<file path="src/common/adc_pkg.sv">
package adc_pkg;

  // ****************************************************************
  // Register map in the I/O space.
  // ****************************************************************
  localparam logic [5:0] CTRL_ADDR = 6'h3b;
  localparam logic [5:0] MODE_ADDR = 6'h3c;
  localparam logic [5:0] REF_ADDR = 6'h3d;
  localparam logic [5:0] RESULT_ADDR = 6'h3e;

  // ****************************************************************
  // Field positions.
  // ****************************************************************
  localparam int CTRL_EN_BIT = 7;
  localparam int CTRL_PROC_BIT = 6;
  localparam int CTRL_CHAN_HI = 5;
  localparam int CTRL_CHAN_LO = 2;
  localparam int MODE_DIV_HI = 3;
  localparam int MODE_DIV_LO = 1;
  localparam int REF_EXT_BIT = 7;

  // ****************************************************************
  // Values after reset.
  // ****************************************************************
  localparam logic RESET_EN = 1'b0;
  localparam logic [3:0] RESET_CHAN = 4'h1;
  localparam logic [2:0] RESET_DIV = 3'h0;
  localparam logic RESET_REF_EXT = 1'b0;
  localparam logic [7:0] RESET_RESULT = 8'h00;

  // ****************************************************************
  // Channel codes and the divider mask for the largest ratio.
  // ****************************************************************
  localparam logic [3:0] CHAN_PA3 = 4'h8;
  localparam logic [3:0] CHAN_PA4 = 4'h9;
  localparam logic [3:0] CHAN_PA0 = 4'ha;
  localparam logic [3:0] CHAN_BANDGAP = 4'hf;
  localparam logic [6:0] DIV_ALL = 7'h7f;
  localparam logic [2:0] DIV_MAX_CODE = 3'h7;

  // One select line for each analog input of the converter mux.
  typedef struct packed {
    logic bandgap;
    logic port_a_line0;
    logic port_a_line4;
    logic port_a_line3;
    logic [6:0] port_b_line;
  } chan_route_t;

  // Register read and write strobes with their address and write data.
  typedef struct packed {
    logic wr;
    logic rd;
    logic [5:0] addr;
    logic [7:0] wdata;
  } io_req_t;

endpackage

</file>
<file path="src/design/adc_control_registers.sv">
`timescale 1ns/1ps
// How it works
// - The converter is enabled and clocked only while control bit 7 is 1, and it is 0 after reset.
// - Control bit 6 reads 1 when the converter is ready and its result may be taken.
// - Control bits 5 to 2 pick the input: 1-7 port B lines 0-6, 8 PA3, 9 PA4, 10 PA0, 15 the bandgap.
// - The channel resets to 1, and code 0 and every unassigned code route no input.
// - The converter clock is the system clock divided by two to the power of mode bits 3 to 1, reset 0.
// - Reference bit 7 picks the external pin over the supply, resets to 0 and reads back as zero.
// - The result register returns the last conversion result and ignores writes.
module adc_control_registers
(
  input wire logic i_mclk,
  input wire logic i_srst,
  input wire adc_pkg::io_req_t i_io,
  input wire logic i_conv_done,
  input wire logic [7:0] i_conv_result,
  output logic [7:0] o_io_rdata,
  output logic o_conv_enable,
  output logic o_conv_start,
  output logic o_conv_clk_tick,
  output logic o_ref_external,
  output adc_pkg::chan_route_t o_chan_route
);

  // ****************************************************************
  // Register state.
  // ****************************************************************
  logic en_q, en_d;
  logic busy_q, busy_d;
  logic [3:0] chan_q, chan_d;
  logic [2:0] div_q, div_d;
  logic ref_q, ref_d;
  logic [7:0] result_q, result_d;
  logic [7:0] rdata_q, rdata_d;
  logic start_q, start_d;
  logic [6:0] cnt_q, cnt_d;
  logic tick_q, tick_d;
  adc_pkg::chan_route_t route_q, route_d;
  logic wr_ctrl, wr_mode, wr_ref;
  logic start_req;
  logic [6:0] div_mask;

  // Decodes a channel code into mux select lines; undefined codes select nothing.
  function automatic adc_pkg::chan_route_t decode_chan(input logic [3:0] code);
    adc_pkg::chan_route_t r;
    r = '0;
    if (code >= 4'h1 && code <= 4'h7)
    begin
      r.port_b_line = 7'(7'h01 << (code - 4'h1));
    end
    r.port_a_line3 = (code == adc_pkg::CHAN_PA3);
    r.port_a_line4 = (code == adc_pkg::CHAN_PA4);
    r.port_a_line0 = (code == adc_pkg::CHAN_PA0);
    r.bandgap = (code == adc_pkg::CHAN_BANDGAP);
    return r;
  endfunction

  // Address decode of the write strobe.
  assign wr_ctrl = i_io.wr && (i_io.addr == adc_pkg::CTRL_ADDR);
  assign wr_mode = i_io.wr && (i_io.addr == adc_pkg::MODE_ADDR);
  assign wr_ref = i_io.wr && (i_io.addr == adc_pkg::REF_ADDR);
  assign start_req = wr_ctrl && i_io.wdata[adc_pkg::CTRL_PROC_BIT] && i_io.wdata[adc_pkg::CTRL_EN_BIT];
  assign div_mask = adc_pkg::DIV_ALL >> (adc_pkg::DIV_MAX_CODE - div_q);

  // ****************************************************************
  // Next-state logic for registers, conversion and divider.
  // ****************************************************************

  // A start in the same cycle as a completion wins, so a new request is never lost.
  always_comb
  begin
    en_d = en_q;
    chan_d = chan_q;
    div_d = div_q;
    ref_d = ref_q;
    busy_d = busy_q;
    result_d = result_q;
    if (wr_ctrl)
    begin
      en_d = i_io.wdata[adc_pkg::CTRL_EN_BIT];
      chan_d = i_io.wdata[adc_pkg::CTRL_CHAN_HI:adc_pkg::CTRL_CHAN_LO];
    end
    if (wr_mode)
    begin
      div_d = i_io.wdata[adc_pkg::MODE_DIV_HI:adc_pkg::MODE_DIV_LO];
    end
    if (wr_ref)
    begin
      ref_d = i_io.wdata[adc_pkg::REF_EXT_BIT];
    end
    if (busy_q && i_conv_done)
    begin
      busy_d = 1'b0;
      result_d = i_conv_result;
    end
    if (!en_d)
    begin
      busy_d = 1'b0;
    end
    if (start_req)
    begin
      busy_d = 1'b1;
    end
    start_d = start_req;
    route_d = decode_chan(chan_d);
    cnt_d = en_q ? cnt_q + 7'h01 : 7'h00;
    tick_d = en_q && ((cnt_q & div_mask) == div_mask);
  end

  // Read mux; write-only and reserved bits read as zero.
  always_comb
  begin
    rdata_d = rdata_q;
    if (i_io.rd)
    begin
      unique case (i_io.addr)
        adc_pkg::CTRL_ADDR: rdata_d = {en_q, !busy_q, chan_q, 2'b00};
        adc_pkg::MODE_ADDR: rdata_d = {4'h0, div_q, 1'b0};
        adc_pkg::RESULT_ADDR: rdata_d = result_q;
        default: rdata_d = 8'h00;
      endcase
    end
  end

  // Registers all state; the synchronous reset loads the documented values.
  always_ff @(posedge i_mclk)
  begin
    if (i_srst)
    begin
      en_q <= adc_pkg::RESET_EN;
      busy_q <= 1'b0;
      chan_q <= adc_pkg::RESET_CHAN;
      div_q <= adc_pkg::RESET_DIV;
      ref_q <= adc_pkg::RESET_REF_EXT;
      result_q <= adc_pkg::RESET_RESULT;
      rdata_q <= 8'h00;
      start_q <= 1'b0;
      cnt_q <= 7'h00;
      tick_q <= 1'b0;
      route_q <= '0;
    end
    else
    begin
      en_q <= en_d;
      busy_q <= busy_d;
      chan_q <= chan_d;
      div_q <= div_d;
      ref_q <= ref_d;
      result_q <= result_d;
      rdata_q <= rdata_d;
      start_q <= start_d;
      cnt_q <= cnt_d;
      tick_q <= tick_d;
      route_q <= route_d;
    end
  end

  // Outputs come straight from flip-flops.
  assign o_io_rdata = rdata_q;
  assign o_conv_enable = en_q;
  assign o_conv_start = start_q;
  assign o_conv_clk_tick = tick_q;
  assign o_ref_external = ref_q;
  assign o_chan_route = route_q;

  // ****************************************************************
  // Checks.
  // ****************************************************************

  // Helper that measures the spacing of divider ticks at a steady ratio.
  logic [7:0] gap_q;
  logic steady_q;
  logic wr_mode_q;
  always_ff @(posedge i_mclk)
  begin
    if (i_srst)
    begin
      gap_q <= 8'h00;
      steady_q <= 1'b0;
      wr_mode_q <= 1'b0;
    end
    else
    begin
      gap_q <= tick_q ? 8'h00 : gap_q + 8'h01;
      // The tick just after a ratio change still follows the old ratio, so spacing restarts from a later tick.
      steady_q <= (tick_q || steady_q) && en_q && !wr_mode && !wr_mode_q;
      wr_mode_q <= wr_mode;
    end
  end
endmodule // adc_control_registers

</file>
<file path="config.mk">
export PLATFORM = sky130hd
export DESIGN_NAME = adc_control_registers
export DESIGN_NICKNAME = d
export VERILOG_FILES = /design/src/common/adc_pkg.sv /design/src/design/adc_control_registers.sv
export SDC_FILE = /design/constraint.sdc
export NUM_CORES = 1
export LEC_CHECK = 0
export BUFFER_PORTS_ARGS = -buffer_cell sky130_fd_sc_hd__buf_2
export CELL_PAD_IN_SITES_DETAIL_PLACEMENT = 0
export CELL_PAD_IN_SITES_GLOBAL_PLACEMENT = 1
export CORE_MARGIN = 2
export CORE_UTILIZATION = 41
export DETAILED_ROUTE_END_ITERATION = 8
export GPL_ROUTABILITY_DRIVEN = 1
export PLACE_DENSITY_LB_ADDON = 0.3
export SLEW_MARGIN = 20
export SYNTH_ARGS = -nofsm -noshare
export SYNTH_HDL_FRONTEND = slang
export SYNTH_SLANG_ARGS = --single-unit
</file>
<file path="constraint.sdc">
create_clock -name i_mclk -period 1.95 [get_ports i_mclk]
set_input_delay 0.2925 -clock i_mclk [delete_from_list [all_inputs] [get_ports i_mclk]]
set_output_delay 0.2925 -clock i_mclk [all_outputs]
set_load 0.03 [all_outputs]
</file>
======== Word level (Yosys, flattened, before mapping) ========
Index checks and enable logic that the tools add are counted.
word-level totals
  flip-flop bits (word level) ............. 46
  input port bits ......................... 27
  output and inout port bits .............. 23
  word-level logic and storage cells ...... 52
operators by class
  $add $sub $neg .......................... 3
  order comparisons ....................... 2
  equality and inequality tests ........... 10
  shift-type cells ........................ 2
  muxes and demuxes ....................... 6
  bitwise operators ....................... 3
  reduce and logical (&&, ||, !) cells .... 11
operator list
  cell                   number
  $eq A6 B6 Y1 const B   4
  $pmux W8 S3            1
  $eq A4 B4 Y1 const B   4
  $logic_and A1 B1 Y1    8
  $add A7 B1 Y7 const B  1
  $and A7 B7 Y7          1
  $eq A7 B7 Y1           1
  $shl A1 B4 Y7 const A  1
  $shr A7 B3 Y7 const A  1
  $ge A4 B1 Y1 const B   1
  $le A4 B3 Y1 const B   1
  $mux W1                4
  $mux W4                1
  $reduce_or A2 Y1       2
  $sub A4 B1 Y4 const B  1
  $ne A3 B1 Y1 const B   1
  $sub A3 B3 Y3 const A  1
  $not A1 Y1             2
  $logic_not A1 Y1       1

======== Depth between registers and ports, before layout ========
Gate-level depths: netlist (run 1).
  depth after elaboration ................. 7
  gate-level depth with buffers ........... 6
  gate-level depth less buffers ........... 4

======== Worst setup path after synthesis (run 1) ========
OpenSTA, ideal clock, no wires.
  path kind ............................... input to register
  start ................................... input port i_io[9] (netlist bit)
  end ..................................... register chan_q[1]
  library setup time ...................... 0.128 ns
  arrival ................................. 1.248 ns
  data required time ...................... 1.822 ns
  setup slack ............................. 0.574 ns
  stages .................................. 6
  path buffers ............................ 2
  cells stage by stage .................... buf_4 nand2_1 nor4b_4 buf_6 mux2i_1 nor2_1
between the ends
  cells in the longest elaborated chain, start to end .. 3
ends and longest elaborated chain
  element               RTL line                      RTL
  start, declared       adc_control_registers.sv:14   input wire adc_pkg::io_req_t i_io,
  $eq A6 B6 Y1          adc_control_registers.sv:59   assign wr_ctrl = i_io.wr && (i_io.addr == adc_pkg::CTRL_ADDR);
  $logic_and A1 B1 Y1   adc_control_registers.sv:59
  $mux W4               adc_control_registers.sv:78   if (wr_ctrl)
  end signal, assigned  adc_control_registers.sv:132  chan_q <= adc_pkg::RESET_CHAN;
  end signal, assigned  adc_control_registers.sv:146  chan_q <= chan_d;
  end, declared         adc_control_registers.sv:30   logic [3:0] chan_q, chan_d;
No other way between the ends.
A chain may end at the register's enable or synchronous reset.

======== Worst setup path in the final report (run 1) ========
  start ................................... register cnt_q[0]
  end ..................................... register cnt_q[6]
between the ends
  cells in the longest elaborated chain, start to end .. 1
ends and longest elaborated chain
  element                 RTL line                      RTL
  start, declared         adc_control_registers.sv:36   logic [6:0] cnt_q, cnt_d;
  start signal, assigned  adc_control_registers.sv:152  cnt_q <= cnt_d;
  $add A7 B1 Y7           adc_control_registers.sv:106  cnt_d = en_q ? cnt_q + 7'h01 : 7'h00;
No other way between the ends.

==> results.sh, run 1 <==
export IMPL_hold_viol=0
export IMPL_min_path_type="in2reg"
export IMPL_ys_seq_area_share_pct=47.3
export IMPL_grt_pass1_vias=1525
export IMPL_final_cells=324
export IMPL_slew_headroom_pct=65.0
export IMPL_synth_distinct_cells=37
export IMPL_drtIter0Drc=101
export IMPL_hpwl_um=3080
export IMPL_final_util_pct=50.0
export IMPL_root_buffer="clkbuf_8"
export IMPL_rsz0062_at_grt="false"
export IMPL_setup_slack_ns=0.691
export IMPL_firstDrtPassIters=4
export IMPL_maxCapViolCount=0
export IMPL_clk_pin_slew_worst_paths_ns=0.08
export IMPL_crit_path_cell_trace="ha_1 -> nand3_1 -> or3_1 -> a21oi_1"
export IMPL_overflow=0
export IMPL_max_freq_mhz=794
export IMPL_clock_latency_ns=0.30
export IMPL_whs_ns=0.231
export IMPL_io_pins=50
export IMPL_worstPathRequired_ns=2.18
export IMPL_placed_cell_area_um2=2220
export IMPL_worst_pin_slew_ns=0.524
export IMPL_status="complete, no violations"
export IMPL_fin_crit_ns=1.26
export IMPL_clock_skew_ns=0.00451
export IMPL_grt_pass1_wl_um=7130
export IMPL_tritoncts="done"
export IMPL_wl_um=4280
export IMPL_path_class="reg2reg"
export IMPL_cpPeakStageDelay_ns=0.39
export IMPL_viasPerCell=5.23
export IMPL_gp_congestion=0.802
export IMPL_min_period_over_period_pct=64.6
export IMPL_grt_max_degree=34
export IMPL_startpoint_type="flop"
export IMPL_fill_cells=492
export IMPL_ys_warnings_count=0
export IMPL_syn_nets=250
export IMPL_cp_slowest_cell="dfxtp_1"
export IMPL_crit_fanout=5
export IMPL_worstPathArrival_ns=1.49
export IMPL_vias=1696
export IMPL_peakVddDrop_v=0.000346
export IMPL_p_per_area_nw_per_um2=759
export IMPL_io_buffers=48
export IMPL_ant_nets=0
export IMPL_dp_cells=316
export IMPL_post_cts_resized=0
export IMPL_die_w_um=72.9
export IMPL_htreeDepth=2
export IMPL_syn_cell_area_um2=1950
export IMPL_tns_ns=0
export IMPL_cts_inserted_buffers=5
export IMPL_core_area_um2=4660
export IMPL_total_power_mw=1.77
export IMPL_rows=25
export IMPL_endpoint_kind="flop"
export IMPL_synth_seq_cells=46
export IMPL_die_y_um=72.9
export IMPL_p_leak_nw=0.887
export IMPL_pre_cts_slack_ns=0.384
export IMPL_track_usage_pct=17.7
export IMPL_dieArea_um2=5320
export IMPL_cts_buffer_depth=2
export IMPL_multi_input_area_um2=957
export IMPL_drc=0
export IMPL_area_delta_synth_final_pct=19.7
export IMPL_clkSinkCount=46
export IMPL_seqCellArea_um2=921
export IMPL_slew_viol_final=0
export IMPL_drive_above_1_share_pct=24.1
export IMPL_nets=297
export IMPL_postCtsSetupBuffers=0
export IMPL_antenna_found_initial=0
export IMPL_start_util_pct=41.8
export IMPL_avgSynthCellArea_um2=8.77
export IMPL_antennaDiodeCount=0
export IMPL_postCtsHoldBufs=0
export IMPL_setup_violations=0
export IMPL_final_area_um2=2330
export IMPL_wl_per_cell_um=13.2
export IMPL_syn_inst=222
## power breakdown
part	switching, mW	internal (mW)
Sequential	0.00321	0.945
Combinational	0.0715	0.0420
Clock	0.324	0.382
Total	0.398	1.37
## worst max-delay path, delay by kind of cell (launching register included)
family          cells  cell delay [ns]
compound gates      1             0.14
fa+ha+maj           1             0.20
flops               1             0.39
simple gates        2             0.46
## registers in the layout, indices dropped and copies added, names as in the netlist
register,cells
o_ref_external,1
o_conv_clk_tick,1
o_conv_start,1
result_q,8
div_q,3
cnt_q,7
o_io_rdata,8
o_conv_enable,1
chan_q,4
busy_q,1
o_chan_route,11
## Yosys cell counts
cell      count  area [um^2]
nand3_2       1         10.0
nor3_1        2         10.0
ha_1          1         12.5
o41ai_1       4         35.0
a221o_1       2         20.0
nor2_1       23         86.3
nand2b_1      8         50.1
nor3_2        1         10.0
o31ai_1       6         45.0
nor3b_1       1         7.51
nand3_1      21          105
nor3b_2       1         12.5
nor4b_4       2         47.6
mux2_2        2         22.5
or3_1         2         12.5
o21ai_0      11         55.1
xor2_1        3         26.3
inv_1         3         11.3
buf_4         2         15.0
nor2b_1       5         31.3
mux2i_1       5         50.1
and3_1        2         12.5
o211ai_1      1         7.51
nand3b_1      1         7.51
nand2_1      30          113
and2_1        1         6.26
a21oi_1      14         70.1
dfxtp_1      46          921
xnor2_1       1         8.76
clkbuf_1      5         18.8
or4_1         1         7.51
buf_1         2         7.51
buf_2         1         5.00
a22oi_1       2         15.0
a311oi_1      4         35.0
buf_6         1         11.3
nand4_1       4         25.0
## worst paths after layout
path                  from            end  slack, ns  cells past startpoint
min reg2reg  o_io_rdata[2]  o_io_rdata[2]       0.46                      2
max reg2reg       cnt_q[0]       cnt_q[6]       0.69                      4
max               cnt_q[0]       cnt_q[6]       0.69                      4
min                i_io[1]       div_q[0]       0.23                      3
## cell families (layout without fill, tap and decap cells)
kind of cell | after synthesis | after routing | synth area share, %
buffers and inverters | 14 | 62 | 3.53
AO/OA/AOI/OAI | 44 | 44 | 14.5
flip-flops | 46 | 46 | 47.3
multiplexers | 7 | 7 | 3.73
XOR/XNOR | 4 | 4 | 1.80
adder cells (fa/ha/maj) | 1 | 1 | 0.643
AND/OR/NAND/NOR | 106 | 106 | 28.5
## cells in the final DEF, fill, tap and decap left out, types with 3 or more instances in the layout
cell type and count:
buf_4 3, nand3_1 21, nor2_1 23, nand2b_1 8, dfxtp_1 46, o41ai_1 4
nor2b_1 5, a21oi_1 14, xor2_1 3, nand2_1 30, clkbuf_8 5, o31ai_1 6
buf_2 48, nand4_1 4, a311oi_1 4, o21ai_0 11, mux2i_1 5, inv_1 3
## final cells by class
type,count,share of cell area [%]
Multi-Input combinational cell,162,41.1
Inverter,3,0.483
Clock inverter,2,1.61
Timing Repair Buffer,51,11.3
Clock buffer,6,3.11
Sequential cell,46,39.5
Tap cell,54,2.90
## routing by layer
| metal | vias up | part of all wire (%) | global-route usage (%) |
|---|---|---|---|
| met2 | 36 | 43 | 26.2 |
| met5 | - | 0 | 0 |
| met3 | 4 | 4.1 | 4.42 |
| met1 | 777 | 52 | 24.9 |
| li1 | 879 | - | - |
| met4 | 0 | 1.1 | 6.79 |
No activity file was read; power rests on OpenSTA's default activity.
==> run 2, diff against run 1 <==
Settings changed: CORE_UTILIZATION 41 to 34.
Clock period 1.95 ns to 1 ns, I/O delays scaled along.
==> results.sh, run 2 (synthesis gave the netlist of run 1 again) <==
export IMPL_cp_slowest_cell="dfxtp_2"
export IMPL_crit_fanout=3
export IMPL_comb_power_share_pct=8.6
export IMPL_setup_violations=8
export IMPL_largest_reg_flops=11
export IMPL_internal_power_mw=2.71
export IMPL_antenna_found_initial=0
export IMPL_wl_um=5200
export IMPL_grt_pass1_wl_um=7920
export IMPL_seqCellArea_um2=935
export IMPL_grt_util_met3_pct=3.85
export IMPL_core_area_um2=5510
export IMPL_nets=341
export IMPL_overflow=0
export IMPL_firstDrtPassIters=4
export IMPL_path_class="reg2reg"
export IMPL_die_y_um=79.7
export IMPL_p_leak_nw=1.20
export IMPL_max_freq_mhz=925
export IMPL_grt_max_degree=26
export IMPL_clock_skew_ns=0.0143
export IMPL_gr_usage_met2_pct=24.3
export IMPL_drtIter0Drc=79
export IMPL_worstPathRequired_ns=1.23
export IMPL_antennaDiodeCount=0
export IMPL_startpoint_type="flop"
export IMPL_sw_frac_of_total_pct=22.7
export IMPL_hold_viol=0
export IMPL_multi_input_area_um2=1110
export IMPL_vias=1931
export IMPL_gp_congestion=0.814
export IMPL_layout_cells_most_common="buf_4"
export IMPL_tns_ns=-0.344
export IMPL_fin_crit_ns=1.08
export IMPL_setup_slack_ns=-0.0809
export IMPL_fill_cells=525
export IMPL_critPathLaunch="cnt_q[1]"
export IMPL_dieArea_um2=6350
export IMPL_track_usage_pct=16.1
export IMPL_slew_viol_final=0
export IMPL_wl_per_cell_um=13.5
export IMPL_rows=27
export IMPL_clock_latency_ns=0.31
export IMPL_placed_cell_area_um2=2600
export IMPL_cts_buffer_depth=2
export IMPL_viasPerCell=5.00
export IMPL_grt_busiest_layer="met2"
export IMPL_rr_startpoint="cnt_q[1]"
export IMPL_p_per_area_nw_per_um2=1190
export IMPL_min_period_over_period_pct=108
export IMPL_p_clk_share_pct=38.9
export IMPL_tritoncts="done"
export IMPL_peakVddDrop_v=0.000564
export IMPL_sequentialPowerShare_pct=52.5
export IMPL_clk_pin_slew_worst_paths_ns=0.08
export IMPL_cpPeakStageDelay_ns=0.37
export IMPL_io_buffers=48
export IMPL_root_buffer="clkbuf_8"
export IMPL_drc=0
export IMPL_maxCapViolCount=0
export IMPL_status="finished with violations"
export IMPL_cts_inserted_buffers=5
export IMPL_rsz0062_at_grt="true"
export IMPL_crit_path_cell_trace="ha_4 -> nand3_2 -> or3_1 -> a21oi_1"
export IMPL_postCtsHoldBufs=0
export IMPL_io_pins=50
export IMPL_met1_usage_pct=22.2
export IMPL_ant_nets=0
export IMPL_worstPathArrival_ns=1.31
export IMPL_htreeDepth=2
export IMPL_min_path_type="in2reg"
export IMPL_hpwl_um=3680
export IMPL_p_sw_mw=0.797
export IMPL_clkSinkCount=46
export IMPL_worst_pin_slew_ns=0.387
export IMPL_slew_headroom_pct=74.0
export IMPL_violations="negative setup slack"
export IMPL_endpoint_kind="flop"
export IMPL_die_w_um=79.7
export IMPL_final_area_um2=2950
export IMPL_grt_pass1_vias=1654
export IMPL_min_delay_start="i_conv_result[7]"
export IMPL_drive_above_1_share_pct=45.2
export IMPL_total_power_mw=3.51
export IMPL_final_cell_mix="49 x buf_4, 39 x dfxtp_1, 35 x buf_2"
export IMPL_start_util_pct=35.4
export IMPL_area_delta_synth_final_pct=51.7
==> run 2: power groups by stage <==
| stage | clock [mW] | combinational, mW | sequential (mW) |
|---|---|---|---|
| detailed placement | 0 | 0.274 | 1.89 |
| CTS | 1.41 | 0.280 | 1.84 |
| floorplan | 0 | 0.107 | 1.91 |
| finish | 1.36 | 0.300 | 1.84 |
| global placement | 0 | 0.272 | 1.89 |
| global route | 1.49 | 0.325 | 1.85 |
==> run 2: layout make-up <==
class	instances	area share, %
multi-input cells	162	37.6
flip-flops and latches	46	31.7
repair buffers	95	23.6
well taps	72	3.05
clock buffers	5	2.33
clock inverters	3	1.36
inverters	3	0.381
==> run 2: per-layer routing <==
metal  vias to the layer above  share of wire [%]  wire length, um
met5                         -                  0                0
met4                         0                1.4               75
met3                         7                4.7              243
met2                        43                 47             2420
met1                       914                 47             2460
li1                        967                  -                -
==> run 2: final timing paths <==
| check | to | slack (ns) | cells past startpoint |
|---|---|---|---|
| max | cnt_q[6] | -0.08 | 4 |
| min | result_q[7] | 0.1 | 3 |
| max reg2reg | cnt_q[6] | -0.08 | 4 |
| min reg2reg | cnt_q[0] | 0.45 | 1 |
==> run 2: worst max-delay path, delay by kind of cell, from the launching register on <==
kind / cells / cell delay [ns]
AOI/OAI and AO/OA: 1 / 0.11
and+or+nand+nor: 2 / 0.40
DFF: 1 / 0.37
adders and majority gates: 1 / 0.14
==> run 2: what timing repair did <==
item	4_1_cts	5_1_grt
gates resized for setup	13	38
gates cloned	0	1
endpoints found under the setup margin	14	35
buffers inserted	1	6
pin swaps	4	14
==> run 2: through the flow <==
stage | std cells | setup WS, ns | hold WS, ns | utilization (%)
detailed placement | 370 | -0.304 | 0.416 | 47.2
CTS | 379 | -0.0853 | 0.0901 | 50.1
global route | 386 | -0.149 | 0.0967 | 53.6
floorplan | 222 | -0.191 | 0.286 | -
finish | 386 | -0.0809 | 0.0995 | 53.6
global placement | 370 | -0.264 | 0.410 | 47.2
